$ cat config.mk
export PLATFORM = sky130hd
export DESIGN_NAME = serdes_rx_valid_tx_irq_enable
export DESIGN_NICKNAME = d
export VERILOG_FILES = /design/src/serdes_regs_pkg.sv /design/src/serdes_rx_valid_tx_irq_enable.sv
export SDC_FILE = /design/constraint.sdc
export NUM_CORES = 1
export LEC_CHECK = 0
export BUFFER_PORTS_ARGS = -buffer_cell sky130_fd_sc_hd__buf_4
export CORE_ASPECT_RATIO = 0.5
export CORE_UTILIZATION = 55
export DETAILED_ROUTE_END_ITERATION = 8
export PLACE_DENSITY_LB_ADDON = 0.08
export RECOVER_POWER = 25
export SLEW_MARGIN = 0
export SYNTH_ARGS = -nofsm -noshare
export SYNTH_HDL_FRONTEND = slang
export SYNTH_SLANG_ARGS = --single-unit
$ cat constraint.sdc
create_clock -name i_ref_clk -period 2.95 [get_ports i_ref_clk]
set_input_delay 0.1475 -clock i_ref_clk [delete_from_list [all_inputs] [get_ports i_ref_clk]]
set_output_delay 0.1475 -clock i_ref_clk [all_outputs]
set_load 0.02 [all_outputs]
$ cat src/serdes_regs_pkg.sv
// Constants and carrier types for the serializer/deserializer register bank
package serdes_regs_pkg;

  // ****************************************
  // Register offsets
  // ****************************************
  localparam logic [7:0] RX_IRQ_STATUS_OFS   = 8'h08;
  localparam logic [7:0] RX_VALID_MASK_A_OFS = 8'h0A;
  localparam logic [7:0] RX_DATA_BYTE_B_OFS  = 8'h0B;
  localparam logic [7:0] RX_VALID_MASK_B_OFS = 8'h0C;
  localparam logic [7:0] TX_IRQ_ENABLE_OFS   = 8'h0D;
  localparam logic [7:0] TX_IRQ_STATUS_OFS   = 8'h0E;
  localparam logic [7:0] TX_DATA_OFS         = 8'h0F;

  // ****************************************
  // Field positions and reset values
  // ****************************************
  localparam int         RX_ALL_VALID_A_BIT = 3;
  localparam int         RX_ALL_VALID_B_BIT = 7;
  localparam int         TX_EMPTY_BIT       = 0;
  localparam int         TX_DONE_BIT        = 1;
  localparam int         TX_OVERFLOW_BIT    = 2;
  localparam int         TX_UNDERFLOW_BIT   = 3;
  localparam logic [3:0] TX_FLAGS_MASK      = 4'hF;
  localparam logic [7:0] REG_RESET          = 8'h00;
  localparam logic [3:0] TX_FLAGS_RESET     = 4'h0;
  localparam logic [2:0] BIT_CNT_RESET      = 3'h0;

  // ****************************************
  // Carrier types
  // ****************************************
  typedef struct packed {
    logic [7:0] addr;
    logic       wr;
    logic       rd;
    logic [7:0] wdata;
  } reg_req_s;

  typedef struct packed {
    logic       load;
    logic [7:0] valid;
  } rx_a_in_s;

  typedef struct packed {
    logic bit_stb;
    logic bit_data;
    logic bit_valid;
    logic eof;
  } rx_b_in_s;

  typedef struct packed {
    logic underflow;
    logic overflow;
    logic done;
    logic empty;
  } tx_events_s;

endpackage : serdes_regs_pkg

$ cat src/serdes_rx_valid_tx_irq_enable.sv
// Receive valid masks, channel B data byte and transmit interrupt enable bank
`timescale 1ns/100ps
`default_nettype none

module serdes_rx_valid_tx_irq_enable (
  input  wire logic                       i_ref_clk,
  input  wire logic                       i_rst,
  input  wire serdes_regs_pkg::reg_req_s  i_reg_req,
  input  wire serdes_regs_pkg::rx_a_in_s  i_rx_a,
  input  wire serdes_regs_pkg::rx_b_in_s  i_rx_b,
  input  wire serdes_regs_pkg::tx_events_s i_tx_ev,
  input  wire logic                       i_rx_mode,
  input  wire logic                       i_tx_mode,
  output logic [7:0]                      o_reg_rdata,
  output logic                            o_irq
);

  // ****************************************
  // State
  // ****************************************
  typedef struct packed {
    logic [7:0] rx_valid_mask_a;
    logic [7:0] rx_data_byte_b;
    logic [7:0] rx_valid_mask_b;
    logic [7:0] asm_data_b;
    logic [7:0] asm_valid_b;
    logic [2:0] bit_cnt_b;
    logic       all_valid_a;
    logic       all_valid_b;
    logic [7:0] tx_irq_enable;
    logic [3:0] tx_flags;
    logic [7:0] rdata;
    logic       irq;
  } state_s;

  state_s state_reg;
  state_s state_next;

  // All eight bits marked valid
  function automatic logic all_ones(input logic [7:0] mask);
    all_ones = &mask;
  endfunction : all_ones

  logic       rd_tx_status;
  logic       wr_tx_data;
  logic       b_load;
  logic [7:0] b_data_now;
  logic [7:0] b_valid_now;
  logic [3:0] tx_set;

  assign rd_tx_status = i_reg_req.rd && (i_reg_req.addr == serdes_regs_pkg::TX_IRQ_STATUS_OFS);
  assign wr_tx_data   = i_reg_req.wr && (i_reg_req.addr == serdes_regs_pkg::TX_DATA_OFS);
  assign tx_set       = {i_tx_ev.underflow, i_tx_ev.overflow, i_tx_ev.done, i_tx_ev.empty};

  // Next-state logic
  always_comb begin
    state_next  = state_reg;
    b_data_now  = state_reg.asm_data_b;
    b_valid_now = state_reg.asm_valid_b;
    b_load      = i_rx_b.eof;

    // Channel A byte load captures the mask
    if (i_rx_a.load) begin
      state_next.rx_valid_mask_a = i_rx_a.valid;
      state_next.all_valid_a     = all_ones(i_rx_a.valid);
    end

    // Channel B bits land at rising positions
    if (i_rx_b.bit_stb) begin
      b_data_now[state_reg.bit_cnt_b]  = i_rx_b.bit_data;
      b_valid_now[state_reg.bit_cnt_b] = i_rx_b.bit_valid;
      state_next.bit_cnt_b = state_reg.bit_cnt_b + 3'h1;
      if (state_reg.bit_cnt_b == 3'h7) begin
        b_load = 1'b1;
      end
    end
    state_next.asm_data_b  = b_data_now;
    state_next.asm_valid_b = b_valid_now;
    if (b_load) begin
      state_next.rx_data_byte_b  = b_data_now;
      state_next.rx_valid_mask_b = b_valid_now;
      state_next.all_valid_b     = all_ones(b_valid_now);
      state_next.asm_data_b      = serdes_regs_pkg::REG_RESET;
      state_next.asm_valid_b     = serdes_regs_pkg::REG_RESET;
      state_next.bit_cnt_b       = serdes_regs_pkg::BIT_CNT_RESET;
    end

    // Only the enable register stores written data; masks ignore writes
    if (i_reg_req.wr && (i_reg_req.addr == serdes_regs_pkg::TX_IRQ_ENABLE_OFS)) begin
      state_next.tx_irq_enable = i_reg_req.wdata;
    end

    // Tx flags: clear by read or data write, set wins
    if (rd_tx_status) begin
      state_next.tx_flags = state_next.tx_flags & 4'h1;
    end
    if (wr_tx_data) begin
      state_next.tx_flags[serdes_regs_pkg::TX_EMPTY_BIT] = 1'b0;
    end
    state_next.tx_flags = state_next.tx_flags | tx_set;

    // Read data mux, tx and rx status gated by mode
    unique case (i_reg_req.addr)
      serdes_regs_pkg::RX_IRQ_STATUS_OFS: begin
        state_next.rdata = serdes_regs_pkg::REG_RESET;
        state_next.rdata[serdes_regs_pkg::RX_ALL_VALID_A_BIT] = state_reg.all_valid_a & i_rx_mode;
        state_next.rdata[serdes_regs_pkg::RX_ALL_VALID_B_BIT] = state_reg.all_valid_b & i_rx_mode;
      end
      serdes_regs_pkg::RX_VALID_MASK_A_OFS: state_next.rdata = state_reg.rx_valid_mask_a;
      serdes_regs_pkg::RX_DATA_BYTE_B_OFS:  state_next.rdata = state_reg.rx_data_byte_b;
      serdes_regs_pkg::RX_VALID_MASK_B_OFS: state_next.rdata = state_reg.rx_valid_mask_b;
      serdes_regs_pkg::TX_IRQ_ENABLE_OFS:   state_next.rdata = state_reg.tx_irq_enable;
      serdes_regs_pkg::TX_IRQ_STATUS_OFS:
        state_next.rdata = {4'h0, state_reg.tx_flags & {4{i_tx_mode}}};
      default:                              state_next.rdata = serdes_regs_pkg::REG_RESET;
    endcase
    if (!i_reg_req.rd) begin
      state_next.rdata = state_reg.rdata;
    end

    // Enabled tx flags drive the request; all-valid flags never do
    state_next.irq = i_tx_mode
      && |(state_next.tx_flags & state_next.tx_irq_enable[3:0]);
  end

  // State register
  always_ff @(posedge i_ref_clk) begin
    if (i_rst) begin
      state_reg <= '0;
    end else begin
      state_reg <= state_next;
    end
  end

  assign o_reg_rdata = state_reg.rdata;
  assign o_irq       = state_reg.irq;
endmodule : serdes_rx_valid_tx_irq_enable

`default_nettype wire

# Word-level counts from Yosys, hierarchy flattened
# Index checks and enable logic that the tools add are counted.
classes:
  addsub: 1
  n_lt_le_gt_ge: 2
  eq_ne: 8
  muxes: 12
  bitwise_logic: 5
  reduce_logical: 9
ops:
  columns: ["cell", "n"]
  rows:
  - ["8-bit by 4-bit == test with 1-bit output (second input constant)", 7]
  - ["8-bit one-hot mux with 6 select lines", 1]
  - ["8-bit bitwise mux", 2]
  - ["8-bit 2-to-1 mux", 2]
  - ["8-bit AND reduction", 2]
  - ["4-bit AND", 2]
  - ["4-bit 2-to-1 mux", 2]
  - ["1-bit logical AND", 5]
  - ["3-bit by 4-bit < comparator with 1-bit output (second input constant)", 1]
  - ["1-bit 2-to-1 mux", 4]
  - ["4-bit OR", 1]
  - ["4-bit OR reduction", 1]
  - ["3-bit by 1-bit adder with 3-bit output (second input constant)", 1]
  - ["1-bit demux with 3-bit select", 1]
  - ["3-bit == test (second input constant)", 1]
  - ["3-bit by 1-bit >= comparator with 1-bit output (second input constant)", 1]
  - ["1-bit AND", 2]
  - ["2-bit OR reduction", 1]
totals:
  ff_bits: 66
  inputBits: 39
  out_inout_bits: 9
  elab_cells: 50

# Depth between registers and ports, before layout
# Gate-level depths: netlist (run 1).
logic_depth:
  depth_word: 8
  depth_mapped: 8
  depth_no_buf: 7

# Worst setup path before layout (run 1)
# OpenSTA, ideal clock, no wires.
synth_path:
  path_type: "input port to flip-flop"
  startpoint: "in i_reg_req[15] (netlist bit)"
  endpoint: "reg state_reg (netlist bit o_irq)"
  setup_ns: 0.116
  arrival_time_ns: 1.816
  slack_ns: 1.018
  cell_stages: 6
  path_buffers: 1
  cell_sequence: "or4_4 buf_6 or4b_4 a21oi_1 o22ai_1 o211a_1"
synth_via:
  elab_chain_cells: 7
synth_rtl:
  columns: ["item", "line_no", "source"]
  rows:
  - ["start: declaration", "serdes_rx_valid_tx_irq_enable.sv:8", "input wire serdes_regs_pkg::reg_req_s i_reg_req,"]
  - ["8-bit by 4-bit == test with 1-bit output, on equally long branches", "serdes_rx_valid_tx_irq_enable.sv:52, serdes_rx_valid_tx_irq_enable.sv:51", null]
  - ["1-bit logical AND, on equally long branches", "serdes_rx_valid_tx_irq_enable.sv:52, serdes_rx_valid_tx_irq_enable.sv:51", null]
  - ["1-bit 2-to-1 mux / 4-bit 2-to-1 mux (equally long branches)", "serdes_rx_valid_tx_irq_enable.sv:97, serdes_rx_valid_tx_irq_enable.sv:94", null]
  - ["4-bit OR", "serdes_rx_valid_tx_irq_enable.sv:100", "state_next.tx_flags = state_next.tx_flags | tx_set;"]
  - ["4-bit AND (*)", "serdes_rx_valid_tx_irq_enable.sv:123", "&& |(state_next.tx_flags & state_next.tx_irq_enable[3:0]);"]
  - ["4-bit OR reduction (*)", "serdes_rx_valid_tx_irq_enable.sv:123", null]
  - ["1-bit logical AND (*)", "serdes_rx_valid_tx_irq_enable.sv:123", null]
  - ["end signal: assignment", "serdes_rx_valid_tx_irq_enable.sv:131", "state_reg <= state_next;"]
  - ["end: declaration", "serdes_rx_valid_tx_irq_enable.sv:36", "state_s state_reg;"]
# Mark *: on every way between the ends. The rest lies on a longest branch, timed or not.
# A chain may end at the register's enable or synchronous reset.

# Final worst setup path (run 1)
layout_path:
  startpoint: "reg state_reg[23] (netlist bit)"
  endpoint: "reg state_reg[44] (netlist bit)"
layout_via:
  elab_chain_cells: 6
layout_rtl:
  columns: ["item", "line_no", "source"]
  rows:
  - ["3-bit by 4-bit < comparator with 1-bit output (implied by the code) / 3-bit by 1-bit >= comparator with 1-bit output (equally long branches)", "serdes_rx_valid_tx_irq_enable.sv:71", "b_valid_now[state_reg.bit_cnt_b] = i_rx_b.bit_valid;"]
  - ["1-bit logical AND (implied by the code)", "serdes_rx_valid_tx_irq_enable.sv:71", null]
  - ["1-bit 2-to-1 mux (implied by the code)", "serdes_rx_valid_tx_irq_enable.sv:71", null]
  - ["1-bit demux with 3-bit select", "serdes_rx_valid_tx_irq_enable.sv:71", null]
  - ["8-bit bitwise mux", "serdes_rx_valid_tx_irq_enable.sv:71", null]
  - ["8-bit 2-to-1 mux", "serdes_rx_valid_tx_irq_enable.sv:69", "if (i_rx_b.bit_stb) begin"]
# Parallel ways exist; a longest one is shown, timed or not.

==> results of run 1 <==
[power breakdown]
part | internal, W | total [W] | switching (W)
Clock | 0.000536 | 0.000852 | 0.000316
Combinational | 0.0000579 | 0.000126 | 0.0000682
Sequential | 0.000909 | 0.000922 | 0.0000129
Total | 0.00150 | 0.00190 | 0.000397
[stage by stage]
| step | setup slack, ns | hold WS, ns | cell area, um2 | utilization, % |
|---|---|---|---|---|
| floorplan | 1.02 | 0.276 | 2730 | - |
| global placement | 0.896 | 0.380 | 3040 | 66.5 |
| detailed placement | 0.836 | 0.389 | 3040 | 66.5 |
| CTS | 1.07 | 0.0367 | 3270 | 71.4 |
| global route | 0.906 | 0.0504 | 3230 | 70.7 |
| finish | 1.05 | 0.0423 | 3230 | 70.7 |
[cell usage in the layout (no fill, tap or decap), types with 2 or more instances in the layout]
master / synthesis / routed
nor3_1: 4 / 4
clkbuf_1: 15 / 9
nand3_1: 2 / 2
ha_1: 2 / 2
bufinv_16: 0 / 2
a21oi_1: 10 / 10
inv_1: 4 / 4
dfxtp_1: 66 / 66
mux2i_1: 34 / 34
o22ai_1: 2 / 2
a311oi_1: 3 / 3
clkbuf_8: 0 / 12
buf_4: 8 / 39
a222oi_1: 4 / 4
nor4bb_1: 3 / 3
a22oi_1: 4 / 4
nand2_1: 21 / 21
nand3b_1: 3 / 3
nand2b_1: 3 / 3
a22o_1: 6 / 6
nor2_1: 45 / 45
nor3_2: 2 / 2
o21ai_0: 21 / 21
nand4b_1: 3 / 3
nand4_1: 3 / 3
nor4_1: 2 / 2
and3b_1: 2 / 2
[area by class of cell]
type / instances / area (um2)
clock buffer: 12 / 165
fill: 362 / 1340
multi-input combinational: 194 / 1260
tap: 66 / 82.6
sequential: 66 / 1320
inverter: 4 / 15.0
clock inverter: 2 / 60.1
timing repair buffer: 48 / 327
[how the worst max path moves through the flow]
stage,from,end,cells after the start
floorplan,i_reg_req[15],o_irq$_SDFF_PP0_,6
global route,state_reg[23]$_SDFFE_PP0P_,state_reg[21]$_SDFFE_PP0P_,5
detailed placement,i_reg_req[15],o_irq$_SDFF_PP0_,6
CTS,state_reg[23]$_SDFFE_PP0P_,state_reg[50]$_SDFFE_PP0P_,6
global placement,i_reg_req[15],o_irq$_SDFF_PP0_,6
finish,state_reg[23]$_SDFFE_PP0P_,state_reg[44]$_SDFFE_PP0P_,6
[routing by layer]
layer	global-route usage (%)	share of wire, %	vias to the layer above
li1	-	-	1090
met1	35.5	47	1043
met2	39.0	42	94
met3	6.99	9.9	6
met4	9.42	0.85	0
met5	0	0	-
[cell families (layout without fill, tap and decap cells)]
group | count (synthesis) | count (layout) | synth area share, %
AND/OR/NAND/NOR | 101 | 101 | 19.1
multiplexers | 34 | 34 | 12.5
flip-flops | 66 | 66 | 48.5
XOR/XNOR | 1 | 1 | 0.321
buffers and inverters | 28 | 66 | 5.23
AO/OA/AOI/OAI | 56 | 56 | 13.4
adder cells (fa/ha/maj) | 2 | 2 | 0.918
[worst max-delay path, delay by kind of cell (launching register included)]
kind / cells / cell delay (ns)
AOI/OAI and AO/OA: 2 / 0.33
and+or+nand+nor: 2 / 0.66
adders and majority gates: 2 / 0.43
DFF: 1 / 0.41
==> reports/results.tsv, run 1 <==
stage	metric	value	unit
drt	final_antenna_net_count	0	
min_path	worstHoldPathCells	3	
placed_design	place_hpwl	4510	um
timing	max_freq	526	MHz
yosys	synth_cell_types	41	
floorplanning	start_util	59.6	%
worst_setup_path	r2r_start	state_reg[23]$_SDFFE_PP0P_	
clock_tree	post_cts_buffers	0	
timing	tns	0	ns
final_layout	antenna_cells	0	
timing	drv_slew	0	
pwr	vdd_drop_max	0.372	mV
final_layout	areaGrowthSynthToFinish	18.6	%
yosys	yosys.area.top_type_share	48.5	%
floorplanning	die_h	51.8	um
timing	min_period	1.90	ns
placed_design	gp_congestion	0.835	
worst_setup_path	worstSetupPathType	reg2reg	
worst_setup_path	reg2reg_slack	1.05	ns
floorplanning	core-area	4570	um2
yosys	yosysSeqAreaShare	48.5	%
timing	period_share	64.5	%
timing	rsz0062_at_grt	false	
grt	grt_pass1_wl	9950	um
grt	overflow	0	
floorplanning	die_w	102	um
yosys	synth_edf_count	0	
yosys	yosys.area.top_type	dfxtp_1	
drt	via_count	2233	
drt	dr.pass1.iters	5	
floorplanning	die_area	5260	um2
final_layout	largest_reg_flops	57	
worst_setup_path	worstSetupStartpointType	flip-flop	
worst_setup_path	reg2reg_depth	6	
yosys	synth.most_common_cell	dfxtp_1	
status	status	finished clean	
clock_tree	clkTransAtPathRegs	0.07	ns
yosys	syn-num-nets	329	
timing	maxSlewHeadroom	52.9	%
grt	grt_pass1_vias	2083	
yosys	synth_area_per_cell	9.46	um2
floorplanning	core.rowCount	17	
clock_tree	cts_hold_buf	0	
yosys	syn_inst	288	
worst_setup_path	cp.required	3.21	ns
clock_tree	cts_tree	yes	
timing	worstMarginPinSlew	0.701	ns
worst_setup_path	slowest_stage	and2_1	
worst_setup_path	path_max_fanout	17	
timing	skew	0.00904	ns
yosys	synthArstFlopShare	0	%
min_path	worstHoldEndpoint	state_reg[10]$_SDFF_PP0_	
clock_tree	cts_root_buf	clkbuf_8	
timing	hold_viol	0	
yosys	synth_common_cells	dfxtp_1, nor2_1, mux2i_1	
pwr	power	0.00190	W
grt	grt_max_degree	31	
final_layout	num-nets-final	364	
grt	grt_usage	25.8	%
worst_setup_path	worstPathCellList	ha_1, ha_1, a21oi_1, and2_1, nand2_1, o21ai_0	
drt	drcViolationCount	0	
clock_tree	clock_latency	0.34	ns
clock_tree	htreeDepth	3	
min_path	worstHoldStart	i_tx_ev[1]	
pwr	p_per_area	588	nW/um2
worst_setup_path	crit_arrival	2.17	ns
min_path	min_path_type	in2reg	
pwr	p_leak	1.30	nW
clock_tree	post_cts_resized	0	
placed_design	dp_cells	378	
yosys	synth_area	2730	um2
worst_setup_path	cpPeakStageDelay	0.53	ns
final_layout	final_cells	392	
yosys	ys.flop_type	dfxtp_1	
yosys	synth-seq-cells	66	
worst_setup_path	worstReg2RegEnd	state_reg[44]$_SDFFE_PP0P_	
final_layout	final_layout_size_suffix_gt1_share	18.4	%
timing	setup_viol_count_final	0	
placed_design	io_buffers	47	
worst_setup_path	crit_top_cell	ha_1	
floorplanning	pin_count	48	
clock_tree	cts_buffers	9	
clock_tree	clock_sinks	66	
drt	drt_iter0_drc	116	
yosys	yosysWarnings	0	
drt	wl	6270	um
flow_run	cap_violations	0	
drt	vias_per_cell	5.70	
yosys	synthTopCellsByArea	dfxtp_1, mux2i_1, nor2_1, o21ai_0, nand2_1	
grt	antenna_found_initial	0	
drt	avgRoutedWirePerCell	16.0	um
worst_setup_path	endpoint_kind	flip-flop	
clock_tree	clockBufferDepth	2	
Note: power is estimated with default switching activity, not from simulation.
==> run 2, diff against run 1 <==
--- a/config.mk
+++ b/config.mk
@@ -7,7 +7,7 @@
 export LEC_CHECK = 0
 export BUFFER_PORTS_ARGS = -buffer_cell sky130_fd_sc_hd__buf_4
 export CORE_ASPECT_RATIO = 0.5
-export CORE_UTILIZATION = 55
+export CORE_UTILIZATION = 49
 export DETAILED_ROUTE_END_ITERATION = 8
 export PLACE_DENSITY_LB_ADDON = 0.08
 export RECOVER_POWER = 25
==> constraint.sdc (replaced) <==
create_clock -name i_ref_clk -period 1.7 [get_ports i_ref_clk]
set_input_delay 0.085 -clock i_ref_clk [delete_from_list [all_inputs] [get_ports i_ref_clk]]
set_output_delay 0.085 -clock i_ref_clk [all_outputs]
set_load 0.02 [all_outputs]
==> run 2 against run 1 <==
  * Hold slack improved by 0.037 ns
  * Largest power group unchanged
  * First-iteration DRC count is 18% higher
  * Wire length up 7.0%
==> reports/results.tsv, run 2 (synthesized netlist as in run 1, its figures left out) <==
stage	metric	value	unit	change
status	status	finished clean		
flow_run	cap_violations	0		unchanged
floorplanning	die_w	107	um	+5.8%
timing	drv_slew	0		unchanged
grt	overflow	0		unchanged
min_path	worstHoldEndpoint	o_reg_rdata[0]$_SDFFE_PP0P_		
timing	holdWs	0.0797	ns	+0.0373 ns
clock_tree	clock_latency	0.33	ns	about the same
clock_tree	cts_root_buf	clkbuf_8		
min_path	min_path_type	in2reg		
clock_tree	htreeDepth	3		unchanged
drt	via_count	2328		+4.3%
timing	period_share	95.4	%	
pwr	p_per_area	893	nW/um2	+52%
placed_design	io_buffers	47		unchanged
timing	worstMarginPinSlew	0.565	ns	-0.137 ns
worst_setup_path	path_max_fanout	5		-12
floorplanning	die_h	54.7	um	+5.7%
min_path	worstHoldPathCells	2		-1
drt	final_antenna_net_count	0		unchanged
final_layout	largest_reg_flops	57		unchanged
floorplanning	die_area	5880	um2	+12%
pwr	p_leak	1.48	nW	+14%
floorplanning	core-area	5130	um2	+12%
worst_setup_path	slowest_stage	or4_4		
worst_setup_path	r2r_start	state_reg[23]$_SDFFE_PP0P_		
grt	grt_max_degree	31		unchanged
final_layout	mostFrequentLayoutCell	dfxtp_1		
timing	tns	0	ns	unchanged
clock_tree	clkTransAtPathRegs	0.08	ns	about the same
grt	grt_pass1_wl	10800	um	+8.4%
drt	drcViolationCount	0		unchanged
final_layout	areaGrowthSynthToFinish	32.3	%	
drt	drt_iter0_drc	137		+18%
drt	vias_per_cell	5.30		-6.9%
drt	dr.pass1.iters	4		-1
timing	rsz0062_at_grt	false		
clock_tree	clockBufferDepth	2		unchanged
timing	skew	0.0108	ns	+0.00173 ns
grt	grt_usage	24.8	%	-1.0 points
final_layout	num-nets-final	405		+11%
floorplanning	pin_count	48		unchanged
floorplanning	core.rowCount	18		+1
clock_tree	post_cts_buffers	0		unchanged
worst_setup_path	cp.required	1.93	ns	-1.28 ns
worst_setup_path	worstSetupPathType	in2reg		
timing	min_period	1.62	ns	
worst_setup_path	reg2reg_slack	0.14	ns	-0.91 ns
final_layout	antenna_cells	0		unchanged
timing	max_freq	616	MHz	
worst_setup_path	endpoint_kind	flip-flop		
clock_tree	cts_tree	yes		
worst_setup_path	worstReg2RegEnd	state_reg[21]$_SDFFE_PP0P_		
drt	wl	6700	um	+7.0%
timing	setup_viol_count_final	0		unchanged
worst_setup_path	cpPeakStageDelay	0.58	ns	+0.05 ns
min_path	worstHoldStart	i_reg_req[8]		
timing	maxSlewHeadroom	62.3	%	+9.5 points
clock_tree	cts_buffers	9		unchanged
timing	hold_viol	0		unchanged
placed_design	gp_congestion	0.774		-7.3%
worst_setup_path	worstSetupStartpointType	input pin		
final_layout	fin_util	70.2	%	-0.47 points
clock_tree	clock_sinks	66		unchanged
pwr	vdd_drop_max	0.545	mV	+46%
grt	antenna_found_initial	0		unchanged
worst_setup_path	worstPathCellList	buf_4, or4_4, or4b_4, a21oi_2, o22ai_1, o211a_1		
final_layout	final_cell_mix	dfxtp_1, buf_4, nor2_1		
worst_setup_path	crit_arrival	1.86	ns	-0.31 ns
final_layout	final_layout_size_suffix_gt1_share	26.8	%	+8.4 points
drt	avgRoutedWirePerCell	15.3	um	-4.5%
floorplanning	start_util	53.1	%	-6.5 points
placed_design	place_hpwl	4760	um	+5.7%
worst_setup_path	reg2reg_depth	6		unchanged
grt	grt_pass1_vias	2180		+4.7%
run 2: critical path: cells and delay by family:
| family | cells | cell delay [ns] |
|---|---|---|
| AND/OR/NAND/NOR | 2 | 1.16 |
| AO/OA/AOI/OAI | 3 | 0.50 |
| buffers and inverters | 1 | 0.11 |
run 2: worst max-delay path by stage:
| stage | from | end | slack (ns) | cells past startpoint |
|---|---|---|---|---|
| final | i_reg_req[15] | o_irq$_SDFF_PP0_ | 0.08 | 6 |
| after global routing | state_reg[23]$_SDFFE_PP0P_ | state_reg[21]$_SDFFE_PP0P_ | 0.02 | 6 |
| after CTS | state_reg[24]$_SDFFE_PP0P_ | state_reg[21]$_SDFFE_PP0P_ | 0.02 | 6 |
| after detailed placement | i_reg_req[15] | o_irq$_SDFF_PP0_ | -0.25 | 6 |
| after global placement | i_reg_req[15] | o_irq$_SDFF_PP0_ | -0.21 | 6 |
| after floorplan | i_reg_req[15] | o_irq$_SDFF_PP0_ | -0.14 | 6 |
run 2: layer usage:
| metal | vias to the layer above | global-route usage (%) | routed length [um] |
|---|---|---|---|
| met1 | 1086 | 33.6 | 3300 |
| met3 | 7 | 5.95 | 444 |
| met2 | 65 | 39.5 | 2890 |
| met4 | 0 | 8.45 | 70 |
| met5 | - | 0 | 0 |
| li1 | 1170 | - | - |
run 2: cell type report:
type | count | area (um2)
Clock buffer | 12 | 155
Clock inverter | 4 | 50.0
Fill cell | 407 | 1530
Inverter | 4 | 15.0
Multi-Input combinational cell | 194 | 1290
Sequential cell | 66 | 1330
Tap cell | 70 | 87.6
Timing Repair Buffer | 89 | 679
run 2: what timing repair did:
| action | 4_1_cts | 5_1_grt |
|---|---|---|
| hold buffers | 13 | 0 |
| resized for setup | 1 | 6 |
| endpoints found under the setup margin | 1 | 18 |
| pin swaps | 0 | 0 |
| hold endpoints to repair | 13 | 0 |
run 2: per-stage QoR:
step           instances  cell area (um2)  power, W  setup WS [ns]
3_5_place_dp         410             3280   0.00189         -0.255
4_1_cts              439             3620   0.00324         0.0189
3_3_place_gp         410             3280   0.00188         -0.212
5_1_grt              439             3600   0.00332         0.0223
2_1_floorplan        288             2740   0.00175         -0.141
6_report             439             3600   0.00322         0.0778
run 2: power breakdown:
group	leakage, nW	internal [W]	switching [W]
Sequential	0.537	0.00158	0.0000198
Clock	0.0986	0.000756	0.000588
Combinational	0.845	0.000146	0.000131
Total	1.48	0.00248	0.000739
